--- src/verilog/esi_pkg.sv ---
package esi_pkg;

    // Request lines and interruption code layout.
    localparam int ESI_LINES = 8;
    localparam int ESI_USED = 6;
    localparam int ESI_FIRST_USED = 2;
    localparam int ESI_MASK_BIT = 7;
    localparam int ESI_CODE_FIRST = 16;
    localparam int ESI_CODE_LAST = 25;
    localparam int ESI_SRC_FIRST = 26;
    localparam int ESI_PSW_BITS = 64;

    // Fixed storage locations for the status word swap.
    localparam logic [23:0] ESI_OLD_PSW_ADDR = 24'h000018;
    localparam logic [23:0] ESI_NEW_PSW_ADDR = 24'h000058;

    // Request pulse timing seen on the lines, and its cycle counts at 100 MHz.
    localparam int ESI_CLK_PERIOD_NS = 10;
    localparam int ESI_PULSE_MIN_NS = 500;
    localparam int ESI_PULSE_MAX_NS = 1000;
    localparam int ESI_GAP_MIN_NS = 500;
    localparam int ESI_PULSE_MIN_CYC =
        (ESI_PULSE_MIN_NS + ESI_CLK_PERIOD_NS - 1) / ESI_CLK_PERIOD_NS;
    localparam int ESI_PULSE_MAX_CYC = ESI_PULSE_MAX_NS / ESI_CLK_PERIOD_NS;
    localparam int ESI_GAP_MIN_CYC =
        (ESI_GAP_MIN_NS + ESI_CLK_PERIOD_NS - 1) / ESI_CLK_PERIOD_NS;

    // Register byte offsets.
    localparam logic [11:0] ESI_STATUS_OFS = 12'h000;
    localparam logic [11:0] ESI_CLEAR_OFS = 12'h004;
    localparam logic [11:0] ESI_ENABLE_OFS = 12'h008;
    localparam logic [11:0] ESI_PENDING_OFS = 12'h00c;
    localparam logic [11:0] ESI_CODE_OFS = 12'h010;
    localparam logic [11:0] ESI_SWREQ_OFS = 12'h014;

    // Event bits of status, clear and enable.
    localparam int ESI_EVT_BITS = 2;
    localparam int ESI_EVT_TAKEN = 0;
    localparam int ESI_EVT_MERGED = 1;

    // Reset values.
    localparam logic [1:0] ESI_ENABLE_RST = 2'h0;
    localparam logic [5:0] ESI_PENDING_RST = 6'h00;

    typedef enum logic [1:0] {
        ESI_ST_IDLE = 2'b00,
        ESI_ST_STORE = 2'b01,
        ESI_ST_FETCH = 2'b10
    } esi_state_t;

endpackage : esi_pkg

--- src/verilog/esi_capture.sv ---
// Chosen here: the APB interface to the registers and the register addresses.
`timescale 1ns/1ps
module esi_capture (
    // Clock and reset.
    input wire logic core_clk,
    input wire logic rstn,
    // External request lines.
    input wire logic [7:0] sigIn,
    // Processor side.
    input wire logic cpuBoundary,
    input wire logic [0:63] pswCur,
    output logic extHold,
    output logic pswLoad,
    output logic [0:63] pswNew,
    // Storage port.
    output logic memReq,
    output logic memWe,
    output logic [23:0] memAddr,
    output logic [0:63] memWdata,
    input wire logic memAck,
    input wire logic [0:63] memRdata,
    // APB slave.
    input wire logic psel,
    input wire logic penable,
    input wire logic pwrite,
    input wire logic [11:0] paddr,
    input wire logic [31:0] pwdata,
    output logic pready,
    output logic [31:0] prdata,
    output logic pslverr,
    // Interrupt.
    output logic irq
);

    logic [5:0] syncA;
    logic [5:0] syncB;
    logic [5:0] syncC;
    logic [5:0] edges;

    // Two-stage synchroniser and edge detector per used line.
    genvar k;
    generate
        for (k = 0; k < esi_pkg::ESI_USED; k++) begin : gLine
            always_ff @(posedge core_clk or negedge rstn) begin
                if (!rstn) begin
                    syncA[k] <= 1'b0;
                    syncB[k] <= 1'b0;
                    syncC[k] <= 1'b0;
                end else begin
                    syncA[k] <= sigIn[k + esi_pkg::ESI_FIRST_USED];
                    syncB[k] <= syncA[k];
                    syncC[k] <= syncB[k];
                end
            end
            assign edges[k] = syncB[k] & ~syncC[k];
        end
    endgenerate

    esi_pkg::esi_state_t state;
    esi_pkg::esi_state_t next_state;
    logic [5:0] pending;
    logic [5:0] next_pending;
    logic [5:0] lastCode;
    logic [5:0] next_lastCode;
    logic [1:0] status;
    logic [1:0] next_status;
    logic [1:0] enable;
    logic [1:0] next_enable;
    logic next_extHold;
    logic next_pswLoad;
    logic [0:63] next_pswNew;
    logic next_memReq;
    logic next_memWe;
    logic [23:0] next_memAddr;
    logic [0:63] next_memWdata;
    logic next_pready;
    logic [31:0] next_prdata;
    logic next_pslverr;
    logic next_irq;
    logic take;
    logic busWrite;
    logic [5:0] clearMask;
    logic [5:0] swSet;
    logic [1:0] setEvt;
    logic [1:0] clrEvt;
    logic [0:63] oldPsw;

    always_comb begin
        next_state = state;
        next_extHold = extHold;
        next_pswLoad = 1'b0;
        next_pswNew = pswNew;
        next_memReq = memReq;
        next_memWe = memWe;
        next_memAddr = memAddr;
        next_memWdata = memWdata;
        next_lastCode = lastCode;
        setEvt = 2'h0;
        clrEvt = 2'h0;
        swSet = 6'h00;
        next_enable = enable;
        busWrite = psel & penable & pready & pwrite;
        take = (state == esi_pkg::ESI_ST_IDLE) && cpuBoundary
            && pswCur[esi_pkg::ESI_MASK_BIT] && (pending != 6'h00);
        oldPsw = pswCur;
        oldPsw[esi_pkg::ESI_CODE_FIRST:esi_pkg::ESI_CODE_LAST] = 10'h000;
        for (int b = 0; b < esi_pkg::ESI_USED; b++) begin
            oldPsw[esi_pkg::ESI_SRC_FIRST + b] = pending[b];
        end
        case (state)
            esi_pkg::ESI_ST_IDLE: begin
                if (take) begin
                    next_lastCode = pending;
                    next_extHold = 1'b1;
                    next_memReq = 1'b1;
                    next_memWe = 1'b1;
                    next_memAddr = esi_pkg::ESI_OLD_PSW_ADDR;
                    next_memWdata = oldPsw;
                    next_state = esi_pkg::ESI_ST_STORE;
                end
            end
            esi_pkg::ESI_ST_STORE: begin
                if (memAck) begin
                    next_memWe = 1'b0;
                    next_memAddr = esi_pkg::ESI_NEW_PSW_ADDR;
                    next_state = esi_pkg::ESI_ST_FETCH;
                end
            end
            esi_pkg::ESI_ST_FETCH: begin
                if (memAck) begin
                    next_pswNew = memRdata;
                    next_pswLoad = 1'b1;
                    next_extHold = 1'b0;
                    next_memReq = 1'b0;
                    setEvt[esi_pkg::ESI_EVT_TAKEN] = 1'b1;
                    next_state = esi_pkg::ESI_ST_IDLE;
                end
            end
            default: begin
                next_extHold = 1'b0;
                next_memReq = 1'b0;
                next_state = esi_pkg::ESI_ST_IDLE;
            end
        endcase
        if (busWrite && paddr == esi_pkg::ESI_CLEAR_OFS) begin
            clrEvt = pwdata[esi_pkg::ESI_EVT_BITS-1:0];
        end
        if (busWrite && paddr == esi_pkg::ESI_ENABLE_OFS) begin
            next_enable = pwdata[esi_pkg::ESI_EVT_BITS-1:0];
        end
        if (busWrite && paddr == esi_pkg::ESI_SWREQ_OFS) begin
            swSet = pwdata[esi_pkg::ESI_USED-1:0];
        end
        clearMask = take ? pending : 6'h00;
        // New edges are ORed after the clear so they survive a capture.
        next_pending = (pending & ~clearMask) | edges | swSet;
        if ((edges & pending & ~clearMask) != 6'h00) begin
            setEvt[esi_pkg::ESI_EVT_MERGED] = 1'b1;
        end
        next_status = (status & ~clrEvt) | setEvt;
        next_irq = |(next_status & next_enable);
    end

    always_ff @(posedge core_clk or negedge rstn) begin
        if (!rstn) begin
            state <= esi_pkg::ESI_ST_IDLE;
            pending <= esi_pkg::ESI_PENDING_RST;
            lastCode <= 6'h00;
            status <= 2'h0;
            enable <= esi_pkg::ESI_ENABLE_RST;
            extHold <= 1'b0;
            pswLoad <= 1'b0;
            pswNew <= 64'h0;
            memReq <= 1'b0;
            memWe <= 1'b0;
            memAddr <= 24'h000000;
            memWdata <= 64'h0;
            irq <= 1'b0;
        end else begin
            state <= next_state;
            pending <= next_pending;
            lastCode <= next_lastCode;
            status <= next_status;
            enable <= next_enable;
            extHold <= next_extHold;
            pswLoad <= next_pswLoad;
            pswNew <= next_pswNew;
            memReq <= next_memReq;
            memWe <= next_memWe;
            memAddr <= next_memAddr;
            memWdata <= next_memWdata;
            irq <= next_irq;
        end
    end

    // APB answer: one wait cycle, then pready with data and error.
    always_comb begin
        next_pready = psel & penable & ~pready;
        next_prdata = 32'h00000000;
        next_pslverr = 1'b0;
        if (psel && penable && !pready) begin
            case (paddr)
                esi_pkg::ESI_STATUS_OFS: next_prdata = {30'h0, status};
                esi_pkg::ESI_CLEAR_OFS: next_prdata = 32'h00000000;
                esi_pkg::ESI_ENABLE_OFS: next_prdata = {30'h0, enable};
                esi_pkg::ESI_PENDING_OFS: next_prdata = {26'h0, pending};
                esi_pkg::ESI_CODE_OFS: next_prdata = {26'h0, lastCode};
                esi_pkg::ESI_SWREQ_OFS: next_prdata = 32'h00000000;
                default: next_pslverr = 1'b1;
            endcase
        end
    end

    always_ff @(posedge core_clk or negedge rstn) begin
        if (!rstn) begin
            pready <= 1'b0;
            prdata <= 32'h00000000;
            pslverr <= 1'b0;
        end else begin
            pready <= next_pready;
            prdata <= next_prdata;
            pslverr <= next_pslverr;
        end
    end

    // Source bits of the stored word, bit 0 standing for line two.
    logic [5:0] srcField;
    genvar b;
    generate
        for (b = 0; b < esi_pkg::ESI_USED; b++) begin : gSrc
            assign srcField[b] = memWdata[esi_pkg::ESI_SRC_FIRST + b];
        end
    endgenerate
endmodule : esi_capture

--- config.mk ---
export PLATFORM = sky130hd
export DESIGN_NAME = esi_capture
export DESIGN_NICKNAME = d
export VERILOG_FILES = /design/src/verilog/esi_pkg.sv /design/src/verilog/esi_capture.sv
export SDC_FILE = /design/constraint.sdc
export NUM_CORES = 1
export LEC_CHECK = 0
export ABC_AREA = 1
export BUFFER_PORTS_ARGS = -buffer_cell sky130_fd_sc_hd__buf_2
export CAP_MARGIN = 20
export CELL_PAD_IN_SITES_DETAIL_PLACEMENT = 2
export CELL_PAD_IN_SITES_GLOBAL_PLACEMENT = 2
export CORE_ASPECT_RATIO = 0.9
export CORE_MARGIN = 4
export CORE_UTILIZATION = 24
export CTS_BUF_LIST = sky130_fd_sc_hd__clkbuf_16
export DETAILED_ROUTE_END_ITERATION = 10
export GPL_TIMING_DRIVEN = 0
export PLACE_DENSITY = 0.92
export SETUP_SLACK_MARGIN = 0.3
export SLEW_MARGIN = 25
export SYNTH_ARGS = -nofsm -noshare
export SYNTH_HDL_FRONTEND = slang
export SYNTH_SLANG_ARGS = --single-unit
--- constraint.sdc ---
create_clock -name core_clk -period 1.4 [get_ports core_clk]
set_input_delay 0.07 -clock core_clk [delete_from_list [all_inputs] [get_ports core_clk]]
set_output_delay 0.07 -clock core_clk [all_outputs]
set_load 0.02 [all_outputs]
==> results of run 1 <==
## state kept, by name, indices dropped and copies added, names as in the netlist
register and cells:
pswNew 64, memWdata 49, pending 6, prdata 6, syncA 6, syncB 6, syncC 6, lastCode 5
enable 2, memAddr 2, state 2, status 2, irq 1, memReq 1, memWe 1, pready 1
pslverr 1, pswLoad 1
## logic make-up (layout without fill, tap and decap cells)
family | count (synthesis) | count (layout) | synth area share, %
compound gates | 24 | 24 | 2.12
buf+inv | 111 | 672 | 10.3
flops | 162 | 162 | 60.3
other cells | 1 | 61 | 0.0557
simple gates | 445 | 446 | 27.3
## synthesized netlist by cell type (all sizes together), types with 2 or more instances
cell type / count
nand4: 3
buf: 83
nand3: 21
or2: 6
nor2: 29
o21ai: 11
nand2: 381
clkbuf: 2
nor3: 3
dfrtp: 162
inv: 26
a21oi: 10
## power by group
| part | internal (mW) | switching [mW] | total (mW) |
|---|---|---|---|
| logic | 5.71 | 6.90 | 12.6 |
| registers | 6.29 | 1.65 | 7.94 |
| clock network | 2.51 | 2.34 | 4.85 |
## timing repair
item	CTS	global route
pin swaps	10	42
gates cloned	7	7
resized for setup	147	387
setup endpoints to repair	158	233
buffers inserted	33	82
endpoints found under the hold margin	207	80
## final timing paths
path / endpoint / start / depth (start not counted)
max: pswNew[4]$_DFFE_PN0P_ / state[0]$_DFFE_PN0P_ / 7
max in group asynchronous: pswNew[14]$_DFFE_PN0P_ / rstn / 2
min: pslverr$_DFF_PN0_ / rstn / 1
min in group core_clk: state[1]$_DFFE_PN0P_ / memAck / 3
max reg2reg: pswNew[4]$_DFFE_PN0P_ / state[0]$_DFFE_PN0P_ / 7
min reg2reg: syncB[5]$_DFF_PN0_ / syncA[5]$_DFF_PN0_ / 0
## per-layer routing
layer | up-vias | part of all wire, % | track usage [%]
met1 | 3917 | 36 | 24.3
met4 | 2 | 3.3 | 7.78
met2 | 334 | 54 | 42.8
met3 | 89 | 6.6 | 6.76
li1 | 3368 | - | -
met5 | - | 0.029 | 0
## worst reg2reg max path: cells and delay by family, from the launching register on
kind	cells	cell delay, ns
buf+inv	4	0.63
simple gates	3	0.52
flops	1	0.43
## cell type report
cell class	instances	area [um^2]
multi-input cells	527	3140
fillers	2787	13800
diodes	4	10.0
flip-flops and latches	162	4070
clock buffers	17	425
well taps	354	443
repair buffers	529	4380
plain buffers	85	838
clock inverters	15	148
inverters	26	100
## stage by stage
| step | instance area [um^2] | hold WS [ns] | cells |
|---|---|---|---|
| global route | 13500 | -0.340 | 1719 |
| global placement | 8820 | 0.180 | 1429 |
| finish | 13500 | -0.387 | 1719 |
| floorplan | 6990 | -0.226 | 799 |
| CTS | 11600 | -0.368 | 1626 |
| detailed placement | 8860 | 0.100 | 1430 |
==> metrics, run 1 <==
skew final between 0.01 and 0.015 ns; die area approximately 31000 um^2; layout cells sized above 1 56.4%; DRC Markers 0; Routed WL 44700 um; relative slew slack around 54%; worst slew pin tran approximately 0.69 ns; Starting Density between 20% and 30%; # port buffers approximately 280; Vert. Die Dim approximately 170 um; Critical Path AT roughly 2 ns; CP Buf/Inv Count 4; Clock Path Buffers 2; Final Cycle Share 121%; power per cell area about 1900 nW/um^2; post-synthesis sequential area ratio approximately three fifths; critical path's largest stage delay approximately 0.43 ns; most frequent cells in the layout nand2_1 (198), buf_2 (195), buf_4 (177); Worst Path Required between 1.5 and 2 ns; post-route ant nets 0; synth top area cells dfrtp_1 (60%), nand2_1 (21%), buf_4 (7.0%), nand3_1 (1.4%), buf_2 (1.3%); CP cell instances buf_6, nor3_4, inv_2, buf_12, buf_8, nand2_1, nand2_1; slowest CP cell dfrtp_2; reg2reg setup slack -0.30 ns; hold_buf cts approximately 120; minimum hold slack -0.387 ns; Static Leak around 7 nW; synthesized area a little under 7000 um^2; initial antenna violation count 5; CTS Buf Count 17; CP Capture Type flop; failing checks negative hold slack, negative setup slack; status finished, violations left; most common cell after layout, fill and taps aside nand2_1; dpl ws -0.205 ns; Tot GR Track Use between 20% and 30%; global-route wire length before repair roughly 54000 um; First-pass DRT Iterations 4; Hold Crit Class input port to asynchronous set/reset pin; Rows 57; routed vias/inst ~4.5; gpl congestion 0.778; Synth-to-Final Area Change 101%; H-tree levels 4; CTS Sinks 162; Synth cell types 34; Synth Register Bits 162; top cell type's share of synthesized area about three fifths; largest net degree at the start of global routing a little over 80; DR iter-0 viols about 350; final setup margin -0.297 ns; Synth async-reset ratio 100%; Most Frequent Cell on Critical Path nand2_1; clock insertion delay at the later pin of the skew report roughly 0.44 ns; HPWL after DPL between 15000 and 20000 um; detailed-route via count between 7000 and 8000; vias in the first global route 8662; EDFF count, synth 0; Max Transition Viols Final 0; Crit Path Max Fanout 10; post-layout util around half; Worst VDD drop 818 uV; setup TNS -21.13 ns; delay-heaviest family, CP buffers and inverters; fmax around 0.59 GHz; nets between 1500 and 2000; crit path kind flop to flop; CTS tree yes; main flop type after synthesis dfrtp_1; Max Cap Violations 0; Clock Pin Slew Worst Setup and Hold Paths ~0.080 ns; clock root cell clkbuf_16; Synthesis Warnings 0; Cells after Synth roughly 740; Core Region around 27000 um^2; Die X-Extent between 150 and 200 um; Power Total about 25 mW; DR WL/cell 26.0 um; grt total ovfl 0; CP startpoint kind flop; Fin. Hold Viols 80; Setup-failing EPs final 128; min Tclk post-route about 1.7 ns; Mean Syn Cell Area 9.05 um^2; RSZ-0062 raised after global routing yes; I/O pin count 378; leading area contributor after synthesis dfrtp_1
Power figures use the tool's default switching activity.
==> run 2: changes to the inputs <==
--- a/config.mk
+++ b/config.mk
@@ -16,6 +16,7 @@
 export CTS_BUF_LIST = sky130_fd_sc_hd__clkbuf_16
 export DETAILED_ROUTE_END_ITERATION = 10
 export GPL_TIMING_DRIVEN = 0
+export MAX_ROUTING_LAYER = met4
 export PLACE_DENSITY = 0.92
 export SETUP_SLACK_MARGIN = 0.3
 export SLEW_MARGIN = 25
==> run 2 against run 1 <==
Compared with the run above: the run still ends with negative hold slack, negative setup slack left; global-route usage up 0.68 points; total power up 2.2%; worst hold slack better by 0.014 ns; first-iteration DRC count down 1.4%; register-to-register slack better by 0.03 ns; die area unchanged; critical endpoint is now pswNew[17]$_DFFE_PN0P_; largest cell class unchanged.
==> metrics, run 2 (synthesis results as in run 1) <==
status finished, violations left; failing checks negative hold slack, negative setup slack; routed vias/inst 4.49 (about the same); largest net degree at the start of global routing 83 (unchanged); DRC Markers 0 (unchanged); Clock Pin Slew Worst Setup and Hold Paths 0.08 ns (about the same); final setup margin -0.270 ns (+0.0267 ns); vias in the first global route 8651 (-0.13%); Static Leak 7.28 nW (+1.8%); Clock Path Buffers 2 (unchanged); Worst VDD drop 895 uV (+9.4%); RSZ-0062 raised after global routing yes; CP Capture Type flop; post-route ant nets 0 (unchanged); Setup-failing EPs final 128 (unchanged); relative slew slack 53.0% (-0.80 points); grt total ovfl 0 (unchanged); CP startpoint state[0]$_DFFE_PN0P_; hold_buf cts 124 (unchanged); detailed-route via count 7758 (+0.62%); GRT met1 Usage 24.6% (+0.29 points); Die X-Extent 184 um (unchanged); largest register by flop count pswNew; clock root cell clkbuf_16; Rows 57 (unchanged); Crit Reg-Reg Endpoint pswNew[17]$_DFFE_PN0P_; Largest regs pswNew: 64 flops, memWdata: 49 flops; First-pass DRT Iterations 4 (unchanged); Max Cap Violations 0 (unchanged); gpl congestion 0.793 (+1.9%); nets 1541 (+0.39%); worst slew pin tran 0.705 ns (+0.0120 ns); global-route wire length before repair 53500 um (-0.22%); min Tclk post-route 1.67 ns (-0.0267 ns); Vert. Die Dim 167 um (unchanged); CTS Sinks 162 (unchanged); die area 30800 um^2 (unchanged); Tot GR Track Use 23.6% (+0.68 points); Synth-to-Final Area Change 107%; H-tree levels 4 (unchanged); skew final 0.0140 ns (+0.000907 ns); Power Total 26.0 mW (+2.2%); power per cell area 1860 nW/um^2 (-0.63%); initial antenna violation count 7 (+2); HPWL after DPL 19700 um (unchanged); # port buffers 276 (unchanged); Critical Path AT 1.99 ns (about the same); reg2reg path depth 7 (unchanged); Core Region 27300 um^2 (unchanged); Crit Path Max Fanout 7 (-3); Max Transition Viols Final 0 (unchanged); DR iter-0 viols 348 (-1.4%); reg2reg setup slack -0.27 ns (+0.03 ns); M3 GR Usage 6.37% (-0.39 points); Starting Density 24.6% (unchanged); fmax 0.599 GHz (+1.6%); most common cell after layout, fill and taps aside buf_2; Worst Path Required 1.72 ns (+0.02 ns); Routed WL 46000 um (+3.0%); CP startpoint kind flop; Reg-to-Reg Start state[0]$_DFFE_PN0P_; CTS tree yes; Fin. Hold Viols 80 (unchanged); I/O pin count 378 (unchanged); grt peak-use layer met2; clock insertion delay at the later pin of the skew report 0.44 ns (about the same); most frequent cells in the layout buf_2 (192), buf_4 (174), nand2_1 (170); GR Util met2 42.9% (+0.048 points); DR WL/cell 26.6 um (+2.4%); Final Cycle Share 119% (-1.9 points); Hold Crit Class input port to asynchronous set/reset pin; layout cells sized above 1 59.0% (+2.7 points); CTS Buf Count 17 (unchanged); crit path kind flop to flop; minimum hold slack -0.373 ns (+0.0140 ns); Largest register FFs 64 (unchanged)
[run 2: changes by cell type in the layout (fill, tap and decap cells not counted), moves of 5 or more]
cell,delta
nand2_1,-28
nand2_2,+8
buf_6,+5
nand2_4,+18
[run 2: layer usage]
| metal | wire, um | vias up |
|---|---|---|
| li1 | - | 3394 |
| met5 | 0 | - |
| met4 | 1880 | 0 |
| met3 | 2740 | 94 |
| met1 | 16400 | 3920 |
| met2 | 25000 | 350 |
[run 2: timing repair]
action / in CTS / in global routing
pin swaps: 10 / 63
resized for setup: 147 / 460
gates cloned: 7 / 9
endpoints found under the hold margin: 207 / 80
endpoints found under the setup margin: 158 / 233
setup buffers: 33 / 86
[run 2: final cells by class]
| class | instances | area [um^2] |
|---|---|---|
| Fill cell | 2764 | 13400 |
| Timing Repair Buffer | 535 | 4500 |
| Sequential cell | 162 | 4070 |
| Multi-Input combinational cell | 527 | 3380 |
| Buffer | 85 | 845 |
| Tap cell | 354 | 443 |
| Clock buffer | 17 | 425 |
| Clock inverter | 15 | 148 |
| Inverter | 26 | 105 |
| Antenna cell | 7 | 17.5 |
[run 2: stage by stage]
stage	std cells	utilization (%)	setup TNS [ns]	setup slack [ns]	area, um^2
floorplan	799	-	0	0.179	6990
global placement	1429	32.3	-387.68	-2.65	8820
detailed placement	1430	32.4	-9.26	-0.205	8860
CTS	1626	42.3	-3.84	-0.105	11600
global route	1728	51.0	-25.60	-0.324	13900
finish	1728	51.0	-19.61	-0.270	13900
[run 2: worst max path at each step]
stage                               endpoint  slack, ns
floorplan           memWdata[10]$_DFFE_PN0P_       0.18
global route          pswNew[17]$_DFFE_PN0P_      -0.32
detailed placement  memWdata[13]$_DFFE_PN0P_      -0.20
finish                pswNew[17]$_DFFE_PN0P_      -0.27
global placement            pready$_DFF_PN0_      -2.65
CTS                            irq$_DFF_PN0_      -0.10
[run 2: critical path, cell delays in order, from the launching register on]
cell and delay [ns]:
dfrtp_2 0.43, buf_6 0.13, nor3_4 0.31, inv_2 0.15, buf_12 0.19, clkbuf_16 0.18
nand2_4 0.07, nand2_2 0.07
[run 2: power breakdown]
part	switching [mW]	total [mW]	internal, mW
clock network	2.40	4.91	2.51
logic	7.15	13.1	5.94
registers	1.66	7.96	6.29
total	11.2	26.0	14.7
==> run 3: changes to the inputs <==
--- a/config.mk
+++ b/config.mk
@@ -8,16 +8,13 @@
 export ABC_AREA = 1
 export BUFFER_PORTS_ARGS = -buffer_cell sky130_fd_sc_hd__buf_2
 export CAP_MARGIN = 20
-export CELL_PAD_IN_SITES_DETAIL_PLACEMENT = 2
-export CELL_PAD_IN_SITES_GLOBAL_PLACEMENT = 2
-export CORE_ASPECT_RATIO = 0.9
-export CORE_MARGIN = 4
-export CORE_UTILIZATION = 24
+export CORE_AREA = 4 4 143 145
 export CTS_BUF_LIST = sky130_fd_sc_hd__clkbuf_16
 export DETAILED_ROUTE_END_ITERATION = 10
+export DIE_AREA = 0 0 147 149
 export GPL_TIMING_DRIVEN = 0
 export MAX_ROUTING_LAYER = met4
-export PLACE_DENSITY = 0.92
+export PLACE_DENSITY = 0.78
 export SETUP_SLACK_MARGIN = 0.3
 export SLEW_MARGIN = 25
 export SYNTH_ARGS = -nofsm -noshare
==> run 3 against run 2 <==
Compared with the run above: maximum frequency rose by 17%; highest routed layer unchanged; sequential share of layout area increased by 5.2 points; the flow finishes with violations (negative setup slack); critical endpoint is now pswNew[50]$_DFFE_PN0P_; clock power decreased by 6.7%.
==> metrics, run 3 (synthesis results as in run 1) <==
power per cell area 1760 nW/um^2 (-5.7%); CTS tree yes; CTS Buf Count 17 (unchanged); CP startpoint kind flop; clock insertion delay at the later pin of the skew report 0.42 ns (-0.02 ns); clock root cell clkbuf_16; gpl congestion 0.796 (+0.34%); fmax 0.697 GHz (+17%); Power Total 20.8 mW (-20%); I/O pin count 378 (unchanged); CP Capture Type flop; min-delay src memAck; nets 1438 (-6.7%); reg2reg setup slack -0.03 ns (+0.24 ns); largest register by flop count pswNew; Die X-Extent 147 um (-20%); layout cells sized above 1 46.0% (-13 points); Crit Reg-Reg Endpoint pswNew[50]$_DFFE_PN0P_; reg2reg path depth 8 (+1); Clock Path Buffers 2 (unchanged); routed vias/inst 4.52 (+0.71%); Finished Layout Cells 1529 (-12%); failing checks negative setup slack; Critical Path AT 1.74 ns (-0.25 ns); crit path kind flop to flop; H-tree levels 4 (unchanged); Final Cycle Share 102% (-17 points); vias in the first global route 7169 (-17%); Fin. Hold Viols 0 (-100%); min Tclk post-route 1.43 ns (-0.237 ns); detailed-route via count 6913 (-11%); largest net degree at the start of global routing 84 (+1.2%); hold depth 4; final setup margin -0.0337 ns (+0.237 ns); global-route wire length before repair 37100 um (-31%); Max Cap Violations 0 (unchanged); Design Area, Final 11800 um^2 (-15%); # diodes 0 (-7); DR iter-0 viols 358 (+2.9%); Synth-to-Final Area Change 75.8%; Max Transition Viols Final 0 (unchanged); Static Leak 6.35 nW (-13%); DP Cell Count 1341 (-6.2%); most common cell after layout, fill and taps aside buf_2; Tot GR Track Use 21.9% (-1.7 points); Multi-input gate area 2740 um^2 (-19%); Worst Path Required 1.71 ns (about the same); Routed WL 25500 um (-45%); initial antenna violation count 0 (-7); DR WL/cell 16.7 um (-37%); Placed Area 8740 um^2 (-1.3%); status finished, violations left; DRC Markers 0 (unchanged); most frequent cells in the layout buf_2 (259), nand2_1 (257), dfrtp_1 (155); # port buffers 276 (unchanged); Hold EP memReq$_DFFE_PN0P_; Setup-failing EPs final 24 (-81%); RSZ-0062 raised after global routing yes; HPWL after DPL 13900 um (-29%); Largest register FFs 64 (unchanged); setup TNS -0.296 ns (+19.31 ns); post-route ant nets 0 (unchanged); Starting Density 35.0% (+10 points); grt total ovfl 0 (unchanged); Crit Path Max Fanout 7 (unchanged); Largest regs pswNew: 64 flops, memWdata: 49 flops; Reg-to-Reg Start state[1]$_DFFE_PN0P_; CTS Sinks 162 (unchanged); Worst VDD drop 1230 uV (+37%); Hold Crit Class input port to flop; First-pass DRT Iterations 5 (+1); die area 21900 um^2 (-29%); FF+latch area 4060 um^2 (about the same); skew final 0.00927 ns (-0.00471 ns); Core Region 19200 um^2 (-30%); Vert. Die Dim 149 um (-11%); Rows 51 (-11%); fill cell count 1412 (-49%); Clock Pin Slew Worst Setup and Hold Paths 0.07 ns (about the same)
==> run 3: cell count changes in the layout (fill, tap and decap cells not counted), moves of 6 or more <==
cell / delta
nand2_4: -42
buf_2: +67
buf_12: -7
diode_2: -7
a21oi_1: +6
nand2_1: +87
nor2_1: +7
buf_6: -46
clkbuf_16: -8
o21ai_2: -6
nand3_1: +9
nand2_2: -44
buf_4: -106
==> run 3: area by class of cell <==
| type | instances | area share (%) |
|---|---|---|
| buffer | 84 | 6.41 |
| timing repair buffer | 434 | 27.6 |
| clock inverter | 15 | 1.24 |
| inverter | 26 | 0.825 |
| multi-input combinational | 526 | 23.2 |
| clock buffer | 17 | 3.60 |
| sequential | 162 | 34.4 |
| tap | 265 | 2.80 |
==> run 3: critical path, stage by stage (launching register included) <==
cell	delay, ns
dfrtp_1	0.35
inv_2	0.07
nor3_4	0.22
inv_2	0.09
buf_12	0.16
buf_12	0.14
buf_8	0.14
nand2_2	0.07
nand2_1	0.06
==> run 3: metrics by stage <==
step / setup slack, ns / utilization, % / hold slack (ns)
floorplan: 0.179 / - / -0.226
global placement: -2.47 / 45.3 / 0.181
detailed placement: -0.143 / 45.5 / 0.0963
CTS: -0.0180 / 58.8 / -0.138
global route: -0.131 / 61.6 / 0.0446
finish: -0.0337 / 61.6 / 0.0558
==> run 3: worst max-delay path by stage <==
stage / endpoint / cells past startpoint / from / slack [ns]
after CTS: memWdata[10]$_DFFE_PN0P_ / 8 / pending[4]$_DFF_PN0_ / -0.02
after floorplan: memWdata[10]$_DFFE_PN0P_ / 8 / pending[4]$_DFF_PN0_ / 0.18
after detailed placement: memWdata[10]$_DFFE_PN0P_ / 9 / state[1]$_DFFE_PN0P_ / -0.14
after global placement: pready$_DFF_PN0_ / 1 / rstn / -2.47
final: pswNew[50]$_DFFE_PN0P_ / 8 / state[1]$_DFFE_PN0P_ / -0.03
after global routing: irq$_DFF_PN0_ / 10 / state[0]$_DFFE_PN0P_ / -0.13
==> run 3: report_power, final <==
group | total (mW) | leakage, nW | switching, mW | internal [mW]
Sequential | 7.81 | 1.98 | 1.52 | 6.29
Combinational | 8.38 | 4.09 | 4.96 | 3.42
Clock | 4.58 | 0.283 | 2.07 | 2.51
Total | 20.8 | 6.35 | 8.56 | 12.2
==> run 3: timing repair <==
item,in CTS,in global routing
endpoints found under the setup margin,138,264
setup buffers,20,2
hold endpoints to repair,206,1
resized for setup,143,145
pin swaps,22,23
cloned,9,1
hold buffers,124,1
==> run 3: layer usage <==
layer,up-vias,GRT usage (%),part of all wire (%)
met5,-,-,0
met2,400,37.7,51
met1,3250,24.1,36
met3,81,6.35,8.8
li1,3182,-,-
met4,0,8.76,3.7
